`src/common/iuvf_pkg.sv`:
```
/*
 * Constants, types and decode helpers for the input undervoltage
 * fault-response block.
 * Assumes a PMBus front end that hands over decoded command bytes.
 */
package iuvf_pkg;

  // Command codes seen on the decoded command port
  localparam logic [7:0] IUVF_CODE_OPERATION    = 8'h01;
  localparam logic [7:0] IUVF_CODE_CLEAR_FAULTS = 8'h03;
  localparam logic [7:0] IUVF_CODE_ACTION       = 8'h5A;
  localparam logic [7:0] IUVF_CODE_STATUS_INPUT = 8'h7C;

  // Field positions
  localparam int IUVF_RESP_LSB   = 6;
  localparam int IUVF_RETRY_LSB  = 3;
  localparam int IUVF_EXP_LSB    = 0;
  localparam int IUVF_OPER_ON    = 7;
  localparam int IUVF_STATUS_UV  = 4;

  // Values after reset
  localparam logic [7:0] IUVF_ACTION_RESET = 8'h80;
  localparam logic [7:0] IUVF_OPER_RESET   = 8'h80;

  localparam logic [2:0] IUVF_RETRY_NONE    = 3'h0;
  localparam logic [2:0] IUVF_RETRY_ENDLESS = 3'h7;

  localparam int IUVF_SYNC_STAGES = 3;
  localparam int IUVF_UNIT_W      = 8;

  typedef enum logic [1:0] {
    IUVF_RESP_IGNORE = 2'h0,
    IUVF_RESP_DELAY  = 2'h1,
    IUVF_RESP_RETRY  = 2'h2,
    IUVF_RESP_LATCH  = 2'h3
  } iuvf_resp_e;

  typedef enum logic [4:0] {
    IUVF_ST_RUN   = 5'h01,
    IUVF_ST_DELAY = 5'h02,
    IUVF_ST_WAIT  = 5'h04,
    IUVF_ST_LATCH = 5'h08,
    IUVF_ST_OFF   = 5'h10
  } iuvf_state_e;

  typedef struct packed {
    logic       valid;
    logic       write;
    logic [7:0] code;
    logic [7:0] data;
  } iuvf_cmd_s;

  typedef struct packed {
    logic       valid;
    logic [7:0] data;
  } iuvf_rsp_s;

  // Delay field n selects 2**n units
  function automatic logic [IUVF_UNIT_W-1:0] iuvf_units(
    input logic [2:0] exp_v
  );
    return 8'h01 << exp_v;
  endfunction

endpackage

```
`src/hw/iuvf_delay.sv`:
```
/*
 * Delay timer counting a power-of-two number of delay-unit ticks.
 * Assumes unit_tick_i is a one-cycle pulse on ref_clk_i from the
 * unit-time generator.
 */
module iuvf_delay
  import iuvf_pkg::*;
(
  input  wire logic       ref_clk_i,
  input  wire logic       rst_i,
  input  wire logic       start_i,
  input  wire logic       tick_i,
  input  wire logic [2:0] exp_i,
  output logic            done_o
);

  logic [IUVF_UNIT_W-1:0] cnt_r;
  logic [IUVF_UNIT_W-1:0] cnt_nxt;
  logic                   run_r;
  logic                   run_nxt;
  logic                   last;

  // Unit length itself lives outside; only ticks are counted here
  assign last   = (cnt_r == iuvf_units(exp_i) - 8'h01);
  // Not gated by start_i: the sequencer restarts on done_o, a loop
  assign done_o = run_r & tick_i & last;

  always_comb begin
    cnt_nxt = cnt_r;
    run_nxt = run_r;
    if (start_i) begin
      cnt_nxt = '0;
      run_nxt = 1'b1;
    end else if (run_r && tick_i) begin
      if (last) begin
        run_nxt = 1'b0;
      end else begin
        cnt_nxt = cnt_r + 8'h01;
      end
    end
  end

  always_ff @(posedge ref_clk_i or posedge rst_i) begin
    if (rst_i) begin
      cnt_r <= '0;
      run_r <= 1'b0;
    end else begin
      cnt_r <= cnt_nxt;
      run_r <= run_nxt;
    end
  end
endmodule

```
`src/hw/iuvf_core.sv`:
```
/*
 * Input undervoltage fault response: action register, fault flag,
 * delay / retry / latch sequencing and output enable.
 * Assumes a PMBus front end delivering decoded commands, an analog
 * comparator flag and remote on/off pin, and a delay-unit tick.
 */
// Overview of operation
// Flag undervoltage and apply the configured response
// Response zero keeps the output regulating
// Response one runs for delay, then retries
// Response two disables at once, then retries
// Response three latches off until cleared
// Status clear, clear-faults or reset unlatch
// Output off then on also clears
// Retry zero means no restart, stay off
// Retries one to six, then latch off
// Attempts spaced by decoded delay units
// Retry seven repeats until off or fault
// Delay field n gives two to n units
// Delay serves as run time or spacing
// Unit length comes from a separate register
// Clearing restarts the retry sequence afresh
module iuvf_core
  import iuvf_pkg::*;
(
  input  wire logic      ref_clk_i,
  input  wire logic      rst_i,
  input  wire iuvf_cmd_s cmd_i,
  input  wire logic      uv_fault_pin_i,
  input  wire logic      ctrl_on_pin_i,
  input  wire logic      unit_tick_i,
  input  wire logic      other_fault_i,
  output iuvf_rsp_s      rsp_o,
  output logic           out_enable_o,
  output logic           fault_latched_o,
  output logic           uv_status_o
);

  localparam int NPIN = 2;

  logic [IUVF_SYNC_STAGES-1:0] sync_r [NPIN];
  logic [NPIN-1:0]             pin_r;
  logic [NPIN-1:0]             pin_nxt;
  logic                        fault_s;
  logic                        on_pin;

  logic [7:0]  action_r;
  logic [7:0]  action_nxt;
  logic [7:0]  oper_r;
  logic [7:0]  oper_nxt;
  logic        status_r;
  logic        status_nxt;
  iuvf_rsp_s   rsp_r;
  iuvf_rsp_s   rsp_nxt;

  iuvf_state_e state_r;
  iuvf_state_e state_nxt;
  logic [2:0]  att_r;
  logic [2:0]  att_nxt;
  logic [2:0]  att_inc;
  logic        tmr_start;
  logic        tmr_done;

  logic        wr;
  logic        clear_faults;
  logic        status_clr;
  logic        clear_evt;
  logic        on;
  iuvf_resp_e  resp;
  logic [2:0]  retries;
  logic [2:0]  dly_exp;

  // Three stages; a level change is taken only once stages 2 and 3
  // agree, so a glitch caught by the first stage never propagates.
  for (genvar g = 0; g < NPIN; g++) begin : g_sync
    always_ff @(posedge ref_clk_i or posedge rst_i) begin
      if (rst_i) begin
        sync_r[g] <= '0;
      end else begin
        sync_r[g] <= {sync_r[g][IUVF_SYNC_STAGES-2:0],
                      (g == 0) ? uv_fault_pin_i : ctrl_on_pin_i};
      end
    end
    always_comb begin
      pin_nxt[g] = pin_r[g];
      if (sync_r[g][1] == sync_r[g][2]) begin
        pin_nxt[g] = sync_r[g][2];
      end
    end
  end

  always_ff @(posedge ref_clk_i or posedge rst_i) begin
    if (rst_i) begin
      pin_r <= '0;
    end else begin
      pin_r <= pin_nxt;
    end
  end

  assign fault_s = pin_r[0];
  assign on_pin  = pin_r[1];

  assign resp    = iuvf_resp_e'(action_r[IUVF_RESP_LSB +: 2]);
  assign retries = action_r[IUVF_RETRY_LSB +: 3];
  assign dly_exp = action_r[IUVF_EXP_LSB +: 3];

  assign wr           = cmd_i.valid & cmd_i.write;
  assign clear_faults = wr & (cmd_i.code == IUVF_CODE_CLEAR_FAULTS);
  assign status_clr   = wr & (cmd_i.code == IUVF_CODE_STATUS_INPUT)
                        & cmd_i.data[IUVF_STATUS_UV];
  assign clear_evt    = clear_faults | status_clr;
  // Pin and command combine: either may turn the output off
  assign on           = on_pin & oper_r[IUVF_OPER_ON];

  always_comb begin
    action_nxt = action_r;
    oper_nxt   = oper_r;
    status_nxt = status_r;
    rsp_nxt    = '0;
    if (wr && cmd_i.code == IUVF_CODE_ACTION) begin
      action_nxt = cmd_i.data;
    end
    if (wr && cmd_i.code == IUVF_CODE_OPERATION) begin
      oper_nxt = cmd_i.data;
    end
    // A fault present in the clearing cycle keeps the bit set
    if (fault_s) begin
      status_nxt = 1'b1;
    end else if (clear_evt) begin
      status_nxt = 1'b0;
    end
    if (cmd_i.valid && !cmd_i.write) begin
      rsp_nxt.valid = 1'b1;
      case (cmd_i.code)
        IUVF_CODE_ACTION:       rsp_nxt.data = action_r;
        IUVF_CODE_OPERATION:    rsp_nxt.data = oper_r;
        IUVF_CODE_STATUS_INPUT: rsp_nxt.data[IUVF_STATUS_UV] = status_r;
        default:                rsp_nxt.data = 8'h00;
      endcase
    end
  end

  always_ff @(posedge ref_clk_i or posedge rst_i) begin
    if (rst_i) begin
      action_r <= IUVF_ACTION_RESET;
      oper_r   <= IUVF_OPER_RESET;
      status_r <= 1'b0;
      rsp_r    <= '0;
    end else begin
      action_r <= action_nxt;
      oper_r   <= oper_nxt;
      status_r <= status_nxt;
      rsp_r    <= rsp_nxt;
    end
  end

  // Shared timer: run time under response one, spacing under retry
  iuvf_delay u_delay (
    .ref_clk_i (ref_clk_i),
    .rst_i     (rst_i),
    .start_i   (tmr_start),
    .tick_i    (unit_tick_i),
    .exp_i     (dly_exp),
    .done_o    (tmr_done)
  );

  assign att_inc = att_r + 3'h1;

  always_comb begin
    state_nxt = state_r;
    att_nxt   = att_r;
    tmr_start = 1'b0;
    if (!on) begin
      state_nxt = IUVF_ST_OFF;
    end else begin
      case (state_r)
        IUVF_ST_OFF: begin
          state_nxt = IUVF_ST_RUN;
        end
        IUVF_ST_RUN: begin
          if (other_fault_i) begin
            state_nxt = IUVF_ST_LATCH;
          end else if (fault_s) begin
            case (resp)
              IUVF_RESP_IGNORE: state_nxt = IUVF_ST_RUN;
              IUVF_RESP_DELAY: begin
                state_nxt = IUVF_ST_DELAY;
                tmr_start = 1'b1;
              end
              IUVF_RESP_RETRY: begin
                if (retries == IUVF_RETRY_NONE) begin
                  state_nxt = IUVF_ST_LATCH;
                end else begin
                  state_nxt = IUVF_ST_WAIT;
                  tmr_start = 1'b1;
                end
              end
              default: state_nxt = IUVF_ST_LATCH;
            endcase
          end
        end
        IUVF_ST_DELAY: begin
          if (other_fault_i) begin
            state_nxt = IUVF_ST_LATCH;
          end else if (!fault_s) begin
            state_nxt = IUVF_ST_RUN;
          end else if (tmr_done) begin
            if (retries == IUVF_RETRY_NONE) begin
              state_nxt = IUVF_ST_LATCH;
            end else begin
              state_nxt = IUVF_ST_WAIT;
              tmr_start = 1'b1;
            end
          end
        end
        IUVF_ST_WAIT: begin
          if (other_fault_i) begin
            state_nxt = IUVF_ST_LATCH;
          end else if (tmr_done) begin
            if (!fault_s) begin
              state_nxt = IUVF_ST_RUN;
            end else if (retries != IUVF_RETRY_ENDLESS
                         && att_inc >= retries) begin
              state_nxt = IUVF_ST_LATCH;
            end else begin
              // Endless mode never counts, so it cannot wrap
              if (retries != IUVF_RETRY_ENDLESS) begin
                att_nxt = att_inc;
              end
              tmr_start = 1'b1;
            end
          end
        end
        IUVF_ST_LATCH: begin
          if (clear_evt) begin
            state_nxt = IUVF_ST_RUN;
          end
        end
        default: state_nxt = IUVF_ST_LATCH;
      endcase
    end
    if (state_nxt != IUVF_ST_WAIT) begin
      att_nxt = 3'h0;
    end
  end

  always_ff @(posedge ref_clk_i or posedge rst_i) begin
    if (rst_i) begin
      state_r <= IUVF_ST_RUN;
      att_r   <= 3'h0;
    end else begin
      state_r <= state_nxt;
      att_r   <= att_nxt;
    end
  end

  assign out_enable_o    = (state_r == IUVF_ST_RUN)
                           | (state_r == IUVF_ST_DELAY);
  assign fault_latched_o = (state_r == IUVF_ST_LATCH);
  assign uv_status_o     = status_r;
  assign rsp_o           = rsp_r;
endmodule

```
`config.mk`:
```
export PLATFORM = sky130hd
export DESIGN_NAME = iuvf_core
export DESIGN_NICKNAME = d
export VERILOG_FILES = /design/src/common/iuvf_pkg.sv /design/src/hw/iuvf_delay.sv /design/src/hw/iuvf_core.sv
export SDC_FILE = /design/constraint.sdc
export NUM_CORES = 1
export LEC_CHECK = 0
export BUFFER_PORTS_ARGS = -buffer_cell sky130_fd_sc_hd__buf_2
export CORE_ASPECT_RATIO = 1.2
export CORE_UTILIZATION = 52
export CTS_BUF_LIST = sky130_fd_sc_hd__clkbuf_16
export DETAILED_ROUTE_END_ITERATION = 10
export GPL_TIMING_DRIVEN = 0
export PLACE_DENSITY = 0.75
export SYNTH_ARGS = -nofsm -noshare
export SYNTH_HDL_FRONTEND = slang
export SYNTH_SLANG_ARGS = --single-unit
```
`constraint.sdc`:
```
create_clock -name ref_clk_i -period 2.7 [get_ports ref_clk_i]
set_clock_uncertainty 0.1 [all_clocks]
set_input_delay 0.405 -clock ref_clk_i [delete_from_list [all_inputs] [get_ports ref_clk_i]]
set_output_delay 0.405 -clock ref_clk_i [all_outputs]
set_load 0.02 [all_outputs]
```
-- Word level (Yosys, flattened, before mapping)
Index checks and enable logic that the tools add are counted.
- flip-flop bits (word level): 51
- input port bits: 24
- output and inout bits: 12
- word-level logic and storage cells: 112
- $add $sub $neg: 3
- $lt $le $gt $ge: 1
- eq/ne operators: 19
- shift-type cells: 1
- mux-type cells: 47
- bitwise operators: 9
- reduce and logical (&&, ||, !) cells: 19
- operators with widths (kind ; count):
    two-way mux 5 bit ; 11
    case mux 5 bit (5 select lines) ; 1
    two-way mux 3 bit ; 8
    two-way mux 8 bit ; 3
    equality test 8 x 7 -> 1 bit (second input constant) ; 2
    two-way mux 1 bit ; 16
    nonzero test 2 bit ; 8
    case mux 4 bit (3 select lines) ; 1
    two-way mux 9 bit ; 1
    adder 8 x 1 -> 8 bit (second input constant) ; 1
    equality test 8 x 1 -> 1 bit (second input constant) ; 1
    equality test 8 x 2 -> 1 bit (second input constant) ; 1
    equality test 8 bit ; 1
    case mux 4 bit (2 select lines) ; 1
    left shift 1 x 3 -> 8 bit (first input constant) ; 1
    subtractor 8 x 1 -> 8 bit (second input constant) ; 1
    bitwise AND 1 bit ; 7
    AND reduction 7 bit ; 1
    case mux 1 bit (3 select lines) ; 2
    case mux 3 bit (2 select lines) ; 1
    equality test 5 x 1 -> 1 bit (second input constant) ; 1
    equality test 5 x 2 -> 1 bit (second input constant) ; 1
    equality test 5 x 3 -> 1 bit (second input constant) ; 1
    equality test 5 x 4 -> 1 bit (second input constant) ; 1
    18 further kinds ; 26

-- Logic depth before layout (Yosys ltp)
- depth after elaboration: 12
- depth in mapped cells: 11

-- Cells and area by module
From an unflattened synthesis, not the netlist that was laid out.
- cell total of the unflattened synthesis: 281
- area total of the unflattened synthesis: 2899.0 um2
- modules (own cells, without submodules) (module ; times used ; cells an instance ; area an instance (um2) ; seq. area each (um2)):
    iuvf_core ; 1 ; 197 ; 2147.1 ; 1054.8
    iuvf_delay ; 1 ; 84 ; 752.0 ; 225.2

-- Worst setup path after synthesis
No wires, ideal clock.
- kind: reg-to-reg
- start point: register action_r[1]
- end point: register state_r[3]
- library setup time: 0.126 ns
- data arrival time: 2.606 ns
- required time: 2.474 ns
- slack: -0.132 ns
- stages on the path, launching flop included: 10
- buffers on the path: 1
- clock period less this slack: 2.832 ns
- cell sequence: dfrtp_1 buf_4 or3_1 ha_1 xnor2_1 a311o_2 or3_4 o21ai_0 a21oi_1 o311a_1
- word-level cells in the longest chain between the ends: 9
- elaborated cells between the ends (all ways): 11
- classes of those cells: add/sub: 1; eq/ne: 1; shift: 1; mux: 7; bitwise: 1
- RTL lines (item ; RTL line ; RTL):
    start: declaration ; iuvf_core.sv:47 ; logic [7:0] action_r;
    start signal: assignment ; iuvf_core.sv:150 ; action_r <= action_nxt;
    left shift 1 x 3 -> 8 bit * ; iuvf_pkg.sv:62 ; return 8'h01 << exp_v;
    subtractor 8 x 1 -> 8 bit * ; iuvf_delay.sv:24 ; assign last = (cnt_r == iuvf_units(exp_i) - 8'h01);
    equality test 8 bit * ; iuvf_delay.sv:24 ;
    bitwise AND 1 bit * ; iuvf_delay.sv:26 ; assign done_o = run_r & tick_i & last;
    two-way mux 5 bit ; iuvf_core.sv:207 ; end else if (tmr_done) begin
    two-way mux 5 bit ; iuvf_core.sv:205 ; end else if (!fault_s) begin
    two-way mux 5 bit ; iuvf_core.sv:203 ; if (other_fault_i) begin
    case mux 5 bit (5 select lines) * ; iuvf_core.sv:176 ; case (state_r)
    two-way mux 5 bit * ; iuvf_core.sv:173 ; if (!on) begin
    named net state_nxt[3] ; iuvf_core.sv:57 ; iuvf_state_e state_nxt;
    end signal: assignment ; iuvf_core.sv:252 ; state_r <= state_nxt;
    end: declaration ; iuvf_core.sv:56 ; iuvf_state_e state_r;
The timed path passes the listed nets; every way through them passes the cells marked *.
A chain may end at the register's enable or synchronous reset.

-- Final worst setup path
- start point: register action_r[1]
- end point: register att_r[2]
- word-level cells in the longest chain between the ends: 12
- elaborated cells between the ends (all ways): 21
- classes of those cells: add/sub: 1; eq/ne: 4; shift: 1; mux: 8; bitwise: 1; reduce/logical: 6
- RTL lines (item ; RTL line ; RTL):
    left shift 1 x 3 -> 8 bit * ; iuvf_pkg.sv:62 ;
    subtractor 8 x 1 -> 8 bit * ; iuvf_delay.sv:24 ;
    equality test 8 bit * ; iuvf_delay.sv:24 ;
    bitwise AND 1 bit * ; iuvf_delay.sv:26 ;
    two-way mux 5 bit ; iuvf_core.sv:207 ;
    two-way mux 5 bit ; iuvf_core.sv:205 ;
    two-way mux 5 bit ; iuvf_core.sv:203 ;
    case mux 5 bit (5 select lines) ; iuvf_core.sv:176 ;
    two-way mux 5 bit ; iuvf_core.sv:173 ;
    inequality test 5 x 3 -> 1 bit ; iuvf_core.sv:242 ; if (state_nxt != IUVF_ST_WAIT) begin
    inequality test 2 x 1 -> 1 bit (no source line) / nonzero test 2 bit (equally long branches) ; -- ;
    AND reduction 7 bit (no source line) ; -- ;
    end signal: assignment ; iuvf_core.sv:253 ; att_r <= att_nxt;
    end: declaration ; iuvf_core.sv:58 ; logic [2:0] att_r;
Mark *: on every way between the ends. The rest lies on a longest branch, timed or not.

==> flow_summary.toml <==
[routing]
drc = 0
antenna_left = 0
dr.pass1.iters = 4
totalWireLength_um = 6590
viasPerCell = 5.92
drtIter0Drc = 126
vias = 2445
wl_per_cell_um = 16.0

[synth]
syn_nets = 327
syn_area_per_cell_um2 = 10.0
async_reset_ff_share_pct = 100
ys_seq_elements = 51
synthCells = 292
synth_top_area_cell = "dfrtp_1"
synth_edf_count = 0
netlist-cell-type-count = 65
synth.top_cells.by_area = "dfrtp_1, ha_1, mux2_2, nor2_1, dfstp_2"
yosysSeqAreaShare_pct = 43.8
synth_warnings = 0
syn_area_um2 = 2920
synth_top_area_share_pct = 41.1
yosys_most_used_dff = "dfrtp_1"

[place]
place_congestion = 0.923
hpwl_um = 4500
place.port_buffers = 35
numPlacedInstances = 390

[timing]
rsz0062_at_grt = "yes"
timing.setup.tns_ns = -1.12
finalCritPeriodShare_pct = 105
hold-worst-slack_ns = 0.0329
max_freq_mhz = 353
worst_pin_slew_ns = 0.754
relSlewSlack_pct = 48.4
fin_ws_ns = -0.131
final_hold_viol_count = 0
finalCriticalPeriod_ns = 2.83
setup_viol_count_final = 14
slew_viol_final = 0

[cts]
cts.clk_slew.worst_paths_ns = 0.06
htree_levels = 2
numCtsBuffers = 5
cts_tree = "built"
cts_root_buf = "clkbuf_16"
worstSkewPairLatency_ns = 0.28
clk_path_buf_depth = 2
clock_sinks = 51

[floorplanning]
die-area_um2 = 5930
fp.dieW_um = 70.4
rows = 29
io_pins = 36
start_util_pct = 54.8
coreArea_um2 = 5330
die_y_um = 84.1

[worst_setup_path]
r2r_cells = 9
cp-startpoint = "action_r[1]"
critPathArrivalTime_ns = 2.92
cp_max_fo = 4
worstReg2RegEnd = "att_r[2]"
rrSetupSlack_ns = -0.13
end_kind = "flop"
crit-reg2reg-launch = "action_r[1]"
crit_required_ns = 2.79
critPathKind = "flop to flop"
crit_path_start_kind = "flop"

[grt]
grt_pass1_wl_um = 10900
antenna_found_initial = 0
gr-total-overflow = 0
grt_max_degree = 31
first_global_vias = 2347
grt_util_all_layers_pct = 22.9

[min_path]
hp-class = "input port to async pin"

[power_and_ir_drop]
p_seq_share_pct = 52.2
powerDensity_nw_per_um2 = 425
swShare_pct = 22.8
clkPwrFrac_pct = 38.6
switchingPower_uw = 347
p_int_mw = 1.17
ir_drop_mv = 0.309
combPwrFrac_pct = 9.2
p_leak_nw = 1.66
total_power_mw = 1.52

[status]
status = "finished, violations left"
violations = "setup timing"

[cells_and_area]
final_cell_mix = "dfrtp_1, buf_2, nor2_1, nand2_1, buf_4"
drive_gt1_share_pct = 33.0
final_common_cell = "dfrtp_1"
n_antenna_cell = 0
fin_util_pct = 67.2
area_growth_pct = 22.6
stdcell_count = 413
nets = 385

[job]
max_cap_violations = 0
[synthesized netlist by cell type (all sizes together), types with 3 or more instances]
library cell	number
a211oi	3
and3	3
o21ai	17
or4	3
nor4	7
xor2	7
o31ai	3
nand2	18
or3	5
nor3	10
inv	13
xnor2	6
clkbuf	7
o211ai	7
a22oi	7
dfstp	3
a21oi	12
a21o	4
nor2b	3
buf	6
nor2	26
nand3b	5
dfrtp	48
nand2b	4
ha	11
nand3	9
mux2	10
[final cells by class]
cell class / count / area (µm²)
plain buffers: 13 / 71.3
clock buffers: 5 / 125
clock inverters: 3 / 11.3
fillers: 419 / 1750
inverters: 13 / 48.8
multi-input cells: 215 / 1650
flip-flops and latches: 51 / 1280
well taps: 62 / 77.6
repair buffers: 51 / 319
[sequential cells by signal (all words and copies together) (netlist names)]
name / cells
action_r: 8
state_r: 5
sync_r: 6
u_delay.run_r: 1
att_r: 3
pin_r: 2
uv_status_o: 1
oper_r: 8
u_delay.cnt_r: 8
rsp_o: 9
[layer usage]
metal	track usage, %	vias up	wire length, µm
met4	6.00	0	59
met5	0	-	0
met1	29.5	1188	2880
li1	-	1186	-
met3	3.62	6	257
met2	39.7	65	3400
[stage by stage]
stage / instance area, µm² / worst slack (ns)
2_1_floorplan: 2940 / -0.0523
3_3_place_gp: 3190 / -0.309
3_5_place_dp: 3210 / -0.354
4_1_cts: 3510 / -0.181
5_1_grt: 3580 / -0.203
6_report: 3580 / -0.131
[how the worst max path moves through the flow]
stage | endpoint | slack, ns | depth (start not counted)
CTS | u_delay.cnt_r[4] | -0.18 | 11
floorplan | state_r[3] | -0.05 | 9
global route | att_r[2] | -0.20 | 9
detailed placement | u_delay.cnt_r[2] | -0.35 | 9
global placement | u_delay.cnt_r[1] | -0.31 | 9
finish | att_r[2] | -0.13 | 9
[power groups by stage]
stage | registers (mW) | logic, mW | clock network [mW]
2_1_floorplan | 0.807 | 0.0730 | 0
3_3_place_gp | 0.809 | 0.113 | 0
3_5_place_dp | 0.809 | 0.120 | 0
4_1_cts | 0.794 | 0.131 | 0.602
5_1_grt | 0.797 | 0.155 | 0.626
6_report | 0.795 | 0.140 | 0.587
[worst max-delay path, stage by stage, from the launching register on]
cell,delay [ns]
dfrtp_2,0.42
buf_6,0.13
or3_4,0.37
ha_4,0.25
xnor2_1,0.12
a311o_2,0.35
or3_4,0.43
o21ai_2,0.17
a21oi_2,0.11
nor4_2,0.29
[repair_timing]
action	4_1_cts	5_1_grt
hold buffers	0	0
pin swaps	13	5
hold endpoints to repair	0	0
setup endpoints to repair	16	23
resized for setup	17	13
buffers inserted	10	4
gates cloned	1	0
[kinds of logic (layout without fill, tap and decap cells)]
family                     Yosys count  count (layout)  synth area share [%]
and+or+nand+nor                    107             107                  21.7
AOI/OAI and AO/OA                   70              70                  16.7
DFF                                 51              51                  43.8
buffers and inverters               26              85                  3.90
adders and majority gates           13              13                  5.39
xor gates and xnor gates            13              13                  3.90
muxes                               12              12                  4.54
No activity file was read; power rests on OpenSTA's default activity.
